==> src/shared/charge_consts.vh <==
/*
 * Timing counts and timer defaults for the charge controller.
 * Assumes a 25 MHz core clock; long counts are overridable by parameters.
 */
`ifndef CHARGE_CONSTS_VH
`define CHARGE_CONSTS_VH

`define CLK_HZ             25000000
`define TICK_MS            1
`define TICK_CYCLES        ((`CLK_HZ / 1000) * `TICK_MS)
`define TRICKLE_MIN_PER_UNIT 30
`define TOTAL_HR_PER_UNIT  3
`define TRICKLE_TICKS_PER_UNIT (`TRICKLE_MIN_PER_UNIT * 60 * 1000 / `TICK_MS)
`define TOTAL_TICKS_PER_UNIT   (`TOTAL_HR_PER_UNIT * 3600 * 1000 / `TICK_MS)
`define TIMER_UNITS_RST    8'h01
`define TICK_W             32

`endif

==> src/rtl/sync2.v <==
/*
 * Two-flop synchroniser for one pin level.
 * Assumes the input is asynchronous to i_clk.
 */
`timescale 1ns/1ps
module sync2 (
    input  wire i_clk,
    input  wire i_rstn,
    input  wire i_d,
    output wire o_q
);
    reg meta_reg;
    reg q_reg;

    always @(posedge i_clk) begin
        if (!i_rstn) begin
            meta_reg <= 1'b0;
            q_reg    <= 1'b0;
        end else begin
            meta_reg <= i_d;
            q_reg    <= meta_reg;
        end
    end

    assign o_q = q_reg;
endmodule

==> src/rtl/charge_control.v <==
/*
 * Charge phase sequencer, supply path selection, switch cycle control,
 * safety timer and open-drain status lines of a one-cell charger.
 * Assumes analog comparators deliver levels on the i_ ports; all are
 * asynchronous and pass sync2 first. Oscillator edges arrive as a pin.
 */
`timescale 1ns/1ps
`include "charge_consts.vh"

module charge_control #(
    parameter TICK_CYCLES   = `TICK_CYCLES,
    parameter TRICKLE_TICKS = `TRICKLE_TICKS_PER_UNIT,
    parameter TOTAL_TICKS   = `TOTAL_TICKS_PER_UNIT
) (
    input  wire       i_clk,
    input  wire       i_rstn,
    input  wire       i_enable,
    input  wire       i_adapter_supply_input_ok,
    input  wire       i_usb_supply_input_ok,
    input  wire       i_headroom_ok,
    input  wire       i_batt_above_trickle,
    input  wire       i_batt_at_cv,
    input  wire       i_batt_below_recharge,
    input  wire       i_batt_below_short,
    input  wire       i_current_below_full,
    input  wire       i_peak_trip,
    input  wire       i_osc,
    input  wire       i_thermistor_in_window,
    input  wire       i_die_hot,
    input  wire       i_die_cool,
    input  wire       i_timer_grounded,
    input  wire [7:0] i_timer_units,
    output reg        o_adapter_path_switch,
    output reg        o_usb_path_switch,
    output reg        o_reverse_block,
    output reg        o_usb_limit_active,
    output reg        o_high_side_on,
    output reg        o_low_side_on,
    output reg        o_trickle_current,
    output reg        o_voltage_loop,
    output reg        o_short_flag,
    output reg        o_low_peak_limit,
    output reg        o_freq_foldback,
    output wire       o_status_line_a_out,
    output reg        o_status_line_a_oe,
    output wire       o_status_line_b_out,
    output reg        o_status_line_b_oe,
    output reg  [5:0] o_phase
);
    localparam [5:0] ST_IDLE    = 6'h01;
    localparam [5:0] ST_TRICKLE = 6'h02;
    localparam [5:0] ST_CC      = 6'h04;
    localparam [5:0] ST_CV      = 6'h08;
    localparam [5:0] ST_FULL    = 6'h10;
    localparam [5:0] ST_FAULT   = 6'h20;

    wire en_s, ac_s, usb_s, hr_s, tc_s, cv_s, rch_s, sh_s, full_s;
    wire pk_s, osc_s, ntc_s, hot_s, cool_s, tgnd_s;
    wire [13:0] raw = {i_enable, i_adapter_supply_input_ok, i_usb_supply_input_ok,
                       i_headroom_ok, i_batt_above_trickle, i_batt_at_cv,
                       i_batt_below_recharge, i_batt_below_short,
                       i_current_below_full, i_peak_trip, i_osc,
                       i_thermistor_in_window, i_die_hot, i_die_cool};
    wire [13:0] syn;
    // Every comparator level is asynchronous; nothing reads it before two flops
    genvar g;
    generate
        for (g = 0; g < 14; g = g + 1) begin : g_sync
            sync2 u_sync (
                .i_clk  (i_clk),
                .i_rstn (i_rstn),
                .i_d    (raw[g]),
                .o_q    (syn[g])
            );
        end
    endgenerate
    // Timer pin has its own pair, outside the comparator vector
    sync2 u_tmr (
        .i_clk  (i_clk),
        .i_rstn (i_rstn),
        .i_d    (i_timer_grounded),
        .o_q    (tgnd_s)
    );
    assign {en_s, ac_s, usb_s, hr_s, tc_s, cv_s, rch_s, sh_s, full_s,
            pk_s, osc_s, ntc_s, hot_s, cool_s} = syn;

    reg  [5:0]  state_reg;
    reg  [5:0]  state_next;
    reg         en_d_reg;
    reg         osc_d_reg;
    reg         rch_d_reg;
    reg         hs_reg;
    reg         thermal_off_reg;
    reg  [31:0] tick_cnt_reg;
    reg  [31:0] trickle_cnt_reg;
    reg  [31:0] total_cnt_reg;
    reg         fold_div_reg;

    wire supply_ok = ac_s | usb_s;
    wire osc_rise  = osc_s & ~osc_d_reg;
    wire en_toggle = en_s ^ en_d_reg;
    // A level would retry a dead cell forever; only a fresh drop or an enable toggle leaves a fault
    wire rch_drop  = rch_s & ~rch_d_reg;
    // Fault pauses on thermal or thermistor keep the phase; the switch and the safety timer stop
    wire pause     = thermal_off_reg | ~ntc_s;
    wire charging  = (state_reg == ST_TRICKLE) | (state_reg == ST_CC) | (state_reg == ST_CV);
    wire timer_run = charging & ~tgnd_s & ~pause;
    // Tick length trades timer resolution against counter width
    wire tick      = (tick_cnt_reg == TICK_CYCLES - 1);
    // Limits scale linearly with the timer setting
    // Setting is read live; change it only while no charge runs
    wire [39:0] trickle_lim = TRICKLE_TICKS * i_timer_units;
    wire [39:0] total_lim   = TOTAL_TICKS * i_timer_units;
    // Expiry only while the timer runs, so a paused or grounded timer never ends a charge
    wire trickle_exp = timer_run & ({8'h00, trickle_cnt_reg} >= trickle_lim);
    wire total_exp   = timer_run & ({8'h00, total_cnt_reg} >= total_lim);
    wire active      = charging & supply_ok & hr_s & en_s & ~pause;

    // Hot is tested first, so a late cool reading cannot cancel a shutdown
    always @(posedge i_clk) begin
        if (!i_rstn) begin
            thermal_off_reg <= 1'b0;
        end else if (hot_s) begin
            thermal_off_reg <= 1'b1;
        end else if (cool_s) begin
            thermal_off_reg <= 1'b0;
        end
    end

    // Prescaled timebase; counters hold while paused
    always @(posedge i_clk) begin
        if (!i_rstn) begin
            tick_cnt_reg    <= 32'h00000000;
            trickle_cnt_reg <= 32'h00000000;
            total_cnt_reg   <= 32'h00000000;
        end else if (!charging) begin
            tick_cnt_reg    <= 32'h00000000;
            trickle_cnt_reg <= 32'h00000000;
            total_cnt_reg   <= 32'h00000000;
        end else if (timer_run) begin
            tick_cnt_reg <= tick ? 32'h00000000 : tick_cnt_reg + 32'h00000001;
            if (tick) begin
                total_cnt_reg <= total_cnt_reg + 32'h00000001;
                if (state_reg == ST_TRICKLE)
                    trickle_cnt_reg <= trickle_cnt_reg + 32'h00000001;
            end
        end
    end

    // Enable low wins over every phase except the cycle that sees the toggle
    always @* begin
        state_next = state_reg;
        case (state_reg)
            ST_IDLE: begin
                if (en_s & supply_ok)
                    state_next = ST_TRICKLE;
            end
            ST_TRICKLE: begin
                if (total_exp | trickle_exp)
                    state_next = ST_FAULT;
                else if (tc_s & active)
                    state_next = ST_CC;
            end
            ST_CC: begin
                if (total_exp)
                    state_next = ST_FAULT;
                else if (cv_s & active)
                    state_next = ST_CV;
            end
            ST_CV: begin
                if (total_exp)
                    state_next = ST_FAULT;
                else if (full_s & active)
                    state_next = ST_FULL;
            end
            ST_FULL: begin
                if (rch_s)
                    state_next = ST_TRICKLE;
            end
            ST_FAULT: begin
                if (rch_drop | en_toggle)
                    state_next = ST_TRICKLE;
            end
            default: state_next = ST_IDLE;
        endcase
        if (!en_s & !en_toggle)
            state_next = ST_IDLE;
    end

    always @(posedge i_clk) begin
        if (!i_rstn) begin
            state_reg <= ST_IDLE;
            en_d_reg  <= 1'b0;
            osc_d_reg <= 1'b0;
            rch_d_reg <= 1'b0;
        end else begin
            state_reg <= state_next;
            en_d_reg  <= en_s;
            osc_d_reg <= osc_s;
            rch_d_reg <= rch_s;
        end
    end

    // Fold back: only every second oscillator edge starts a cycle
    always @(posedge i_clk) begin
        if (!i_rstn)
            fold_div_reg <= 1'b0;
        else if (osc_rise)
            fold_div_reg <= ~fold_div_reg;
    end
    wire cycle_start = osc_rise & (~sh_s | fold_div_reg);

    // Trip ends the on time; no trip keeps it on across cycles
    // Trip is tested before the start, so a tripped cycle never turns on
    always @(posedge i_clk) begin
        if (!i_rstn)
            hs_reg <= 1'b0;
        else if (!active)
            hs_reg <= 1'b0;
        else if (pk_s)
            hs_reg <= 1'b0;
        else if (cycle_start)
            hs_reg <= 1'b1;
    end

    // All outputs but the tied-low status drivers registered so no decode glitch reaches a power switch
    always @(posedge i_clk) begin
        if (!i_rstn) begin
            o_adapter_path_switch <= 1'b0;
            o_usb_path_switch     <= 1'b0;
            o_reverse_block       <= 1'b1;
            o_usb_limit_active    <= 1'b0;
            o_high_side_on        <= 1'b0;
            o_low_side_on         <= 1'b0;
            o_trickle_current     <= 1'b0;
            o_voltage_loop        <= 1'b0;
            o_short_flag          <= 1'b0;
            o_low_peak_limit      <= 1'b0;
            o_freq_foldback       <= 1'b0;
            o_status_line_a_oe    <= 1'b0;
            o_status_line_b_oe    <= 1'b0;
            o_phase               <= ST_IDLE;
        end else begin
            o_adapter_path_switch <= ac_s;
            o_usb_path_switch     <= ~ac_s & usb_s;
            o_usb_limit_active    <= ~ac_s & usb_s;
            o_reverse_block       <= ~supply_ok;
            o_high_side_on        <= hs_reg;
            o_low_side_on         <= ~hs_reg & active;
            o_trickle_current     <= state_reg == ST_TRICKLE;
            o_voltage_loop        <= state_reg == ST_CV;
            o_short_flag          <= sh_s;
            o_low_peak_limit      <= sh_s;
            o_freq_foldback       <= sh_s;
            o_phase               <= state_reg;
            // Idle is the cycle before trickle; it must not read as done or fault
            if (!supply_ok | !hr_s | !en_s | (state_reg == ST_IDLE)) begin
                o_status_line_b_oe <= 1'b0;
                o_status_line_a_oe <= 1'b0;
            end else if (charging & ~pause) begin
                o_status_line_b_oe <= 1'b1;
                o_status_line_a_oe <= 1'b1;
            end else begin
                o_status_line_b_oe <= 1'b1;
                o_status_line_a_oe <= 1'b0;
            end
        end
    end

    // Open drain: only ever drive low
    assign o_status_line_a_out = 1'b0;
    assign o_status_line_b_out = 1'b0;
endmodule

==> config.mk <==
export PLATFORM = sky130hd
export DESIGN_NAME = charge_control
export DESIGN_NICKNAME = d
export VERILOG_FILES = /design/src/rtl/sync2.v /design/src/rtl/charge_control.v
export VERILOG_INCLUDE_DIRS = /design/src /design/src/shared
export SDC_FILE = /design/constraint.sdc
export NUM_CORES = 1
export LEC_CHECK = 0
export BUFFER_PORTS_ARGS = -buffer_cell sky130_fd_sc_hd__buf_2
export CELL_PAD_IN_SITES_DETAIL_PLACEMENT = 1
export CELL_PAD_IN_SITES_GLOBAL_PLACEMENT = 2
export CORE_MARGIN = 5
export CORE_UTILIZATION = 28
export DETAILED_ROUTE_END_ITERATION = 6
export PLACE_DENSITY = 0.73
export SKIP_CTS_REPAIR_TIMING = 1
export SYNTH_ARGS = -nofsm -noshare
export SYNTH_HDL_FRONTEND = slang
export SYNTH_SLANG_ARGS = --single-unit
==> constraint.sdc <==
create_clock -name i_clk -period 7.52 [get_ports i_clk]
set_input_delay 2.256 -clock i_clk [delete_from_list [all_inputs] [get_ports i_clk]]
set_output_delay 2.256 -clock i_clk [all_outputs]
set_load 0.05 [all_outputs]
**Word-level counts from Yosys, hierarchy flattened**

Cells that the tools add are included.

- Register bits after elaboration: 154
- RAM bits: 0
- Bits in read-only memories: 0
- Logic and storage cells: 140
- Bits in latches: 0
- Output and inout bits: 21
- Memories kept: 0
- Bits of input ports: 25

- Equality and inequality tests: 13
- Add/subtract/negate cells: 3
- Multipliers: 2
- Shift-type cells: 0
- Bitwise gates (word level): 42
- Muxes and demuxes: 15
- Magnitude comparators: 2
- Reductions and logical operators: 12
- Div/mod/pow operators: 0

Operators by type and width:

| cell | number |
|---|---|
| adder 32 x 1 -> 32 bit (second input constant) | 3 |
| 2-to-1 mux 6 bit | 9 |
| one-hot mux 6 bit (6 select lines) | 1 |
| == test 32 x 15 -> 1 bit (second input constant) | 1 |
| >= comparator 32 x 29 -> 1 bit | 1 |
| >= comparator 32 bit | 1 |
| 2-to-1 mux 32 bit | 1 |
| multiplier 17 x 8 -> 25 bit (first input constant) | 1 |
| multiplier 15 x 8 -> 23 bit (first input constant) | 1 |
| AND 1 bit | 19 |
| inverter 1 bit | 12 |
| bitwise OR 1 bit | 10 |
| == test 6 x 1 -> 1 bit (second input constant) | 1 |
| == test 6 x 2 -> 1 bit (second input constant) | 1 |
| == test 6 x 3 -> 1 bit (second input constant) | 1 |
| == test 6 x 4 -> 1 bit (second input constant) | 1 |
| == test 6 x 5 -> 1 bit (second input constant) | 1 |
| == test 6 bit (second input constant) | 1 |
| inequality test 3 bit (second input constant) | 2 |
| AND reduction 6 bit | 1 |
| logical NOT 1 bit | 4 |
| 2-to-1 mux 1 bit | 4 |
| inequality test 2 bit (second input constant) | 2 |
| AND reduction 2 bit | 2 |
| 7 further kinds | 8 |

**Depth between registers and ports, before layout**

Gate-level depths: netlist of the first run.

- Word-level depth: 11
- Mapped depth: 26
- Gate-level depth less buffers: 26

**Cells and area by module**

From an unflattened synthesis of the first run, not the netlist that was laid out.

- Cells, all modules: 1,346
- Area total of the unflattened synthesis: 11,796.3 µm²

By module, submodules not included:

| module | seq. area each (µm²) | area each (µm²) | instances | cells an instance |
|---|---|---|---|---|
| charge_control | 2,482.4 | 11,008.1 | 1 | 1,286 |
| sync2 | 40.0 | 52.6 | 15 | 4 |

**Least setup slack after synthesis of the first run**

Ideal clock, no wire load.

- Path type: input port to flip-flop
- Start: in i_timer_units[5]
- End: reg state_reg[5]
- Required time: 7,403 ps
- Stages on the path: 26
- Library setup time: 117 ps
- Path buffers: 0
- Data arrival time: 7,945 ps
- Setup slack: -542 ps
- Cell sequence: fa_1 -> inv_1 -> fa_1 -> inv_1 -> fa_1 -> inv_1 -> fa_1 -> inv_1 -> ha_1 -> o21a_1 -> o21ai_0 -> a21oi_1 -> o21ai_0 -> o21ai_0 -> a211oi_1 -> o211a_1 -> a311oi_1 -> ha_1 -> nand2_1 -> or2_2 -> or4_1 -> a31oi_1 -> nor3_1 -> nor2_1 -> o31ai_1 -> a32o_1

- Word-level cells in the longest chain between the ends: 6
- Elaborated cells between the ends (all ways): 15
- Classes of those cells: mul (2); order compare (2); eq/ne (3); mux (4); bitwise (3); reduce/logical (1)

Ends and longest elaborated chain:

| what | line | RTL |
|---|---|---|
| from (decl) | charge_control.v:32 | `input wire [7:0] i_timer_units,` |
| multiplier 17 x 8 -> 25 bit or multiplier 15 x 8 -> 23 bit (tied branches) | charge_control.v:113, charge_control.v:112 |  |
| >= comparator 32 bit or >= comparator 32 x 29 -> 1 bit (tied branches) | charge_control.v:116, charge_control.v:115 |  |
| AND 1 bit, on equally long branches | charge_control.v:116, charge_control.v:115 |  |
| bitwise OR 1 bit | charge_control.v:159 | `if (total_exp \| trickle_exp)` |
| inequality test 3 bit (no source line) or 2-to-1 mux 6 bit (tied branches) | -- |  |
| AND reduction 6 bit (no source line) or one-hot mux 6 bit (6 select lines) (tied branches) | -- |  |
| to (signal assigned) | charge_control.v:197 | `state_reg <= state_next;` |
| to (decl) | charge_control.v:87 | `reg [5:0] state_reg;` |

Parallel ways exist; a longest one is shown, timed or not.
A chain may end at the register's enable or synchronous reset.

**Final worst setup path of the first run**

- Start: in i_timer_units[3]
- End: reg state_reg[1]

The elaborated chain is that of the path after synthesis.

==> results.py, run 1 <==
metrics = {
    "timing": {
        "hold_violations": 0,
        "slew_viol_final": 0,
        "rsz0062_at_grt": "yes",
        "finalCriticalPeriod_ps": 7580,
        "timing.slew.headroom": 0.368,
        "setup_viol": 4,
        "worst-slew-pin-transition_ps": 945,
        "fin_crit_sh": 1.01,
        "fin_worst_skew_ps": 8.84,
        "tns_ps": -124,
        "fmaxAchievable_ghz": 0.132,
        "setup_ws_ps": -64.7,
    },
    "placed_design": {
        "port-buffer-count": 43,
        "place_ws_ps": -926,
        "post-dp-hpwl_mm": 24.2,
        "gp_congestion": 0.833,
    },
    "clocking": {
        "cts_tree": "built",
        "cts_made_buffers": 17,
        "htree_levels": 4,
        "cts.sinks": 154,
        "clk_path_buf_depth": 2,
        "clock_latency_ps": 440,
        "clkTransAtPathRegs_ps": 70,
        "cts-root-buf": "clkbuf_16",
    },
    "detailed_routing": {
        "routedWlPerCell_um": 14.9,
        "routed_via_density": 4.69,
        "wl_met3_um": 833,
        "highest_layer": "met4",
        "drt_iter0_drc": 261,
        "drc": 0,
        "met2_length_mm": 14.5,
        "wl_mm": 30.4,
        "vias": 9546,
        "wl_met1_mm": 14.8,
        "postRouteAntennaNets": 0,
        "drtPass1Iterations": 4,
    },
    "setup_path": {
        "reg2reg_slack_ps": 3850,
        "critPathArrivalTime_ps": 7920,
        "cpMaxStageDelayCell": "fa_2",
        "worstReg2RegStart": "state_reg[5]$_SDFFE_PP0P_",
        "end_kind": "flip-flop",
        "path_class": "input pin to flip-flop",
        "critPathMostFrequentCell": "fa_1",
        "cp_max_fo": 5,
        "worstPathRequired_ps": 7850,
        "worstSetupStartpointType": "input pin",
        "ff2ff_path_depth": 8,
        "critical-path-top-delay-family": "adder cells",
        "critPathBufInv": 4,
        "rr_endpoint": "total_cnt_reg[29]$_SDFFE_PN0P_",
        "max_stage_delay_ps": 630,
    },
    "floorplan": {
        "die_x_um": 214,
        "rows": 74,
        "start_util": 0.284,
        "dieHeight_um": 214,
        "io_pins": 46,
        "core_um2": 41000,
        "design.die.area_um2": 45800,
    },
    "synth": {
        "synth_edf_count": 0,
        "synth-main-ff-cell": "dfxtp_1",
        "synth_most_common_cell": "inv_1",
        "ys_warn_count": 0,
        "async_flop_share": 0,
        "synth_seq_area_share": 0.264,
        "synthCells": 1328,
        "syn_area_um2": 11700,
        "yosys.area.top_type_share": 0.264,
        "netlist.top_cell.by_area": "dfxtp_1",
        "synth.distinct_cells": 69,
        "ys_ff_latch": 154,
        "post_synth.cell_area_avg_um2": 8.78,
        "ys_top_cells_by_count": "inv_1, ha_1, dfxtp_1, nor2_1, nand2_1",
        "synth.area.top_cells": "dfxtp_1, ha_1, fa_1",
    },
    "global_route": {
        "grt_start_max_net_pins": 67,
        "grt_pass1_vias": 10260,
        "grt_pass1_wl_mm": 51.3,
        "track_usage": 0.134,
        "antenna_found_initial": 0,
        "grt-ovfl-total": 0,
    },
    "min_path": {
        "hold_depth": 1,
        "holdCritPathClass": "flip-flop to flip-flop",
        "hold_start": "g_sync[4].u_sync.o_q$_SDFF_PN0_",
        "hold_end": "hs_reg$_SDFFE_PP0P_",
    },
    "cells_and_area": {
        "syn_to_final_growth_pct": 24.3,
        "nets": 1739,
        "diodes": 0,
        "drive_above_1_share": 0.208,
    },
    "job": {
        "maxCapViolations": 0,
    },
    "power": {
        "power.leakage_nw": 6.38,
        "irDropWorstVdd_v": 0.000239,
        "total_power_mw": 4.20,
        "cellPowerDensity_nw_per_um2": 290,
    },
    "run_status": {
        "status": "finished, violations left",
        "violations": "negative setup slack",
    },
}
==> layer usage <==
metal  track usage  up-vias
met5             0        -
met4        0.0247        0
met3        0.0224       21
met2         0.226       81
met1         0.182     4661
li1              -     4783
==> cell usage in the layout (no fill, tap or decap), drive strengths merged, types with 40 or more instances in the layout <==
master / instances
buf: 179
inv: 169
ha: 159
dfxtp: 154
nor2: 112
nand2: 80
a21oi: 68
fa: 65
o21ai: 61
xor2: 59
and2: 49
xnor2: 44
nand3: 40
==> logic make-up after synthesis <==
kind of cell	share of synthesized area
simple gates	0.198
fa+ha+maj	0.282
compound gates	0.107
buf+inv	0.0667
flops	0.264
xor+xnor	0.0780
mux	0.00354
other cells	0.000321
==> where the power goes <==
| group | internal, mW | total [mW] | switching [mW] | leakage, nW |
|---|---|---|---|---|
| clock | 0.505 | 0.900 | 0.395 | 0.296 |
| sequential | 0.824 | 0.827 | 0.00309 | 1.25 |
| combinational | 1.20 | 2.47 | 1.27 | 4.84 |
==> worst max-delay path by stage <==
stage | startpoint | endpoint | depth (start not counted)
after floorplan | i_timer_units[7] | state_reg[5]$_SDFFE_PP0P_ | 26
after global placement | i_timer_units[2] | state_reg[4]$_SDFFE_PP0P_ | 25
after detailed placement | i_timer_units[7] | state_reg[3]$_SDFFE_PP0P_ | 25
after CTS | i_timer_units[7] | state_reg[3]$_SDFFE_PP0P_ | 27
after global routing | i_timer_units[3] | state_reg[1]$_SDFFE_PP0P_ | 25
final | i_timer_units[3] | state_reg[1]$_SDFFE_PP0P_ | 25
==> area by class of cell <==
type                    instances  area (µm²)
clock inverters                14         184
flip-flops and latches        154        3080
well taps                     532         666
fillers                      4787       26500
inverters                     162         608
multi-input cells             976        8250
repair buffers                179        1280
clock buffers                  18         429
==> stage by stage <==
| stage | hold WS [ps] | std cells | utilization | cell area, µm² |
|---|---|---|---|---|
| CTS | 393 | 2026 | 0.343 | 14100 |
| global placement | 379 | 1994 | 0.328 | 13400 |
| finish | 392 | 2035 | 0.354 | 14500 |
| global route | 415 | 2035 | 0.354 | 14500 |
| floorplan | 376 | 1329 | - | 11800 |
| detailed placement | 385 | 1994 | 0.328 | 13400 |
Note: power is estimated with default switching activity, not from simulation.
==> run 2: changes to the inputs <==
--- a/config.mk
+++ b/config.mk
@@ -6,13 +6,13 @@
 export SDC_FILE = /design/constraint.sdc
 export NUM_CORES = 1
 export LEC_CHECK = 0
-export BUFFER_PORTS_ARGS = -buffer_cell sky130_fd_sc_hd__buf_2
 export CELL_PAD_IN_SITES_DETAIL_PLACEMENT = 1
 export CELL_PAD_IN_SITES_GLOBAL_PLACEMENT = 2
 export CORE_MARGIN = 5
 export CORE_UTILIZATION = 28
 export DETAILED_ROUTE_END_ITERATION = 6
-export PLACE_DENSITY = 0.73
+export DONT_BUFFER_PORTS = 1
+export PLACE_DENSITY = 0.71
 export SKIP_CTS_REPAIR_TIMING = 1
 export SYNTH_ARGS = -nofsm -noshare
 export SYNTH_HDL_FRONTEND = slang
==> run 2 against run 1 <==
Net effect:
- the run now ends clean
- highest routed layer unchanged
- setup slack better by 190 ps
- critical endpoint unchanged
- final cell count fell by 3.9%
- largest power group unchanged
- design area down 4.6%
==> results.py, run 2 (synthesis gave the netlist of run 1 again) <==
metrics = {
    "power": {
        "irDropWorstVdd_v": 0.000153,
        "power.leakage_nw": 5.97,
        "cellPowerDensity_nw_per_um2": 285,
    },
    "cells_and_area": {
        "mostFrequentLayoutCell": "inv_1",
        "syn_to_final_growth_pct": 18.6,
        "final_cell_mix": "inv_1, dfxtp_1, ha_1",
        "fillers": 4805,
        "instances_no_fill": 1955,
        "nets": 1659,
        "drive_above_1_share": 0.145,
        "diodes": 0,
    },
    "global_route": {
        "gr-usage-met2": 0.220,
        "track_usage": 0.132,
        "met1_usage": 0.176,
        "use_met3": 0.0248,
        "grt-ovfl-total": 0,
        "global_route.peak_usage_layer": "met2",
        "antenna_found_initial": 0,
        "grt_pass1_wl_mm": 50.2,
        "grt_pass1_vias": 9853,
        "grt_start_max_net_pins": 66,
    },
    "detailed_routing": {
        "drtPass1Iterations": 4,
        "drt_iter0_drc": 271,
        "drc": 0,
        "postRouteAntennaNets": 0,
        "vias": 9240,
        "routedWlPerCell_um": 15.3,
        "routed_via_density": 4.73,
        "wl_mm": 29.9,
    },
    "min_path": {
        "holdCritPathClass": "flip-flop to flip-flop",
    },
    "setup_path": {
        "end_kind": "flip-flop",
        "critPathArrivalTime_ps": 7730,
        "cpMaxStageDelayCell": "fa_2",
        "critPathBufInv": 5,
        "critical-path-top-delay-family": "adder cells",
        "path_class": "input pin to flip-flop",
        "worstPathRequired_ps": 7850,
        "max_stage_delay_ps": 550,
        "cp_max_fo": 8,
        "worstSetupStartpointType": "input pin",
    },
    "clocking": {
        "cts.sinks": 154,
        "clkTransAtPathRegs_ps": 70,
        "clock_latency_ps": 440,
        "clk_path_buf_depth": 2,
        "cts-root-buf": "clkbuf_16",
        "cts_tree": "built",
        "cts_made_buffers": 17,
        "htree_levels": 4,
    },
    "timing": {
        "fin_crit_sh": 0.984,
        "rsz0062_at_grt": "yes",
        "finalCriticalPeriod_ps": 7400,
        "timing.slew.headroom": 0.349,
        "fmaxAchievable_ghz": 0.135,
        "holdWs_ps": 402,
        "fin_worst_skew_ps": 17.2,
        "worst-slew-pin-transition_ps": 965,
        "setup_viol": 0,
        "hold_violations": 0,
        "slew_viol_final": 0,
        "setup_ws_ps": 124,
    },
    "placed_design": {
        "port-buffer-count": 0,
        "place_ws_ps": -751,
        "dp.cells": 1922,
        "post-dp-hpwl_mm": 23.8,
        "gp_congestion": 0.813,
    },
    "floorplan": {
        "dieHeight_um": 214,
        "io_pins": 46,
        "rows": 74,
        "core_um2": 41000,
        "start_util": 0.284,
        "die_x_um": 214,
        "design.die.area_um2": 45800,
    },
    "job": {
        "maxCapViolations": 0,
    },
    "run_status": {
        "status": "finished, final reports clean",
    },
}
run 2: power breakdown:
| part | internal, mW | total (mW) | switching, mW |
|---|---|---|---|
| combinational | 1.06 | 2.23 | 1.17 |
| sequential | 0.824 | 0.830 | 0.00587 |
| clock | 0.460 | 0.880 | 0.420 |
| total | 2.35 | 3.94 | 1.59 |
run 2: area by class of cell:
| cell class | instances | area (µm²) | area share |
|---|---|---|---|
| Inverter | 162 | 608 | 0.0440 |
| Clock inverter | 14 | 173 | 0.0125 |
| Tap cell | 532 | 666 | 0.0481 |
| Multi-Input combinational cell | 976 | 8120 | 0.587 |
| Clock buffer | 18 | 439 | 0.0318 |
| Timing Repair Buffer | 99 | 747 | 0.0540 |
| Sequential cell | 154 | 3080 | 0.223 |
run 2: metrics by stage:
step	power [mW]	setup TNS [ps]	util	instance area (µm²)
floorplan	2.19	-19.2	-	11800
global placement	2.91	-2670	0.317	13000
detailed placement	2.95	-3340	0.317	13000
CTS	3.87	-1090	0.332	13600
global route	4.32	-574	0.337	13800
finish	3.94	0	0.337	13800
run 2: final timing paths:
check                                                       to  cells after the start                       startpoint  slack (ps)
worst max-delay path                 state_reg[1]$_SDFFE_PP0P_                     26                 i_timer_units[5]         120
worst min-delay path                       hs_reg$_SDFFE_PP0P_                      1  g_sync[4].u_sync.o_q$_SDFF_PN0_         400
worst max register to register  total_cnt_reg[29]$_SDFFE_PN0P_                      9    tick_cnt_reg[26]$_SDFFE_PN0P_        4610
worst min register to register             hs_reg$_SDFFE_PP0P_                      1  g_sync[4].u_sync.o_q$_SDFF_PN0_         400
run 2: per-layer routing:
layer,up-vias,routed length (µm)
li1,4630,-
met3,27,872
met2,86,13900
met1,4497,14700
met5,-,0
met4,0,463
run 2: worst register-to-register path: cells and delay by family (launching register included):
kind                   cells  cell delay, ps
buffers and inverters      1             230
muxes                      1             320
and+or+nand+nor            7            1900
DFF                        1             340
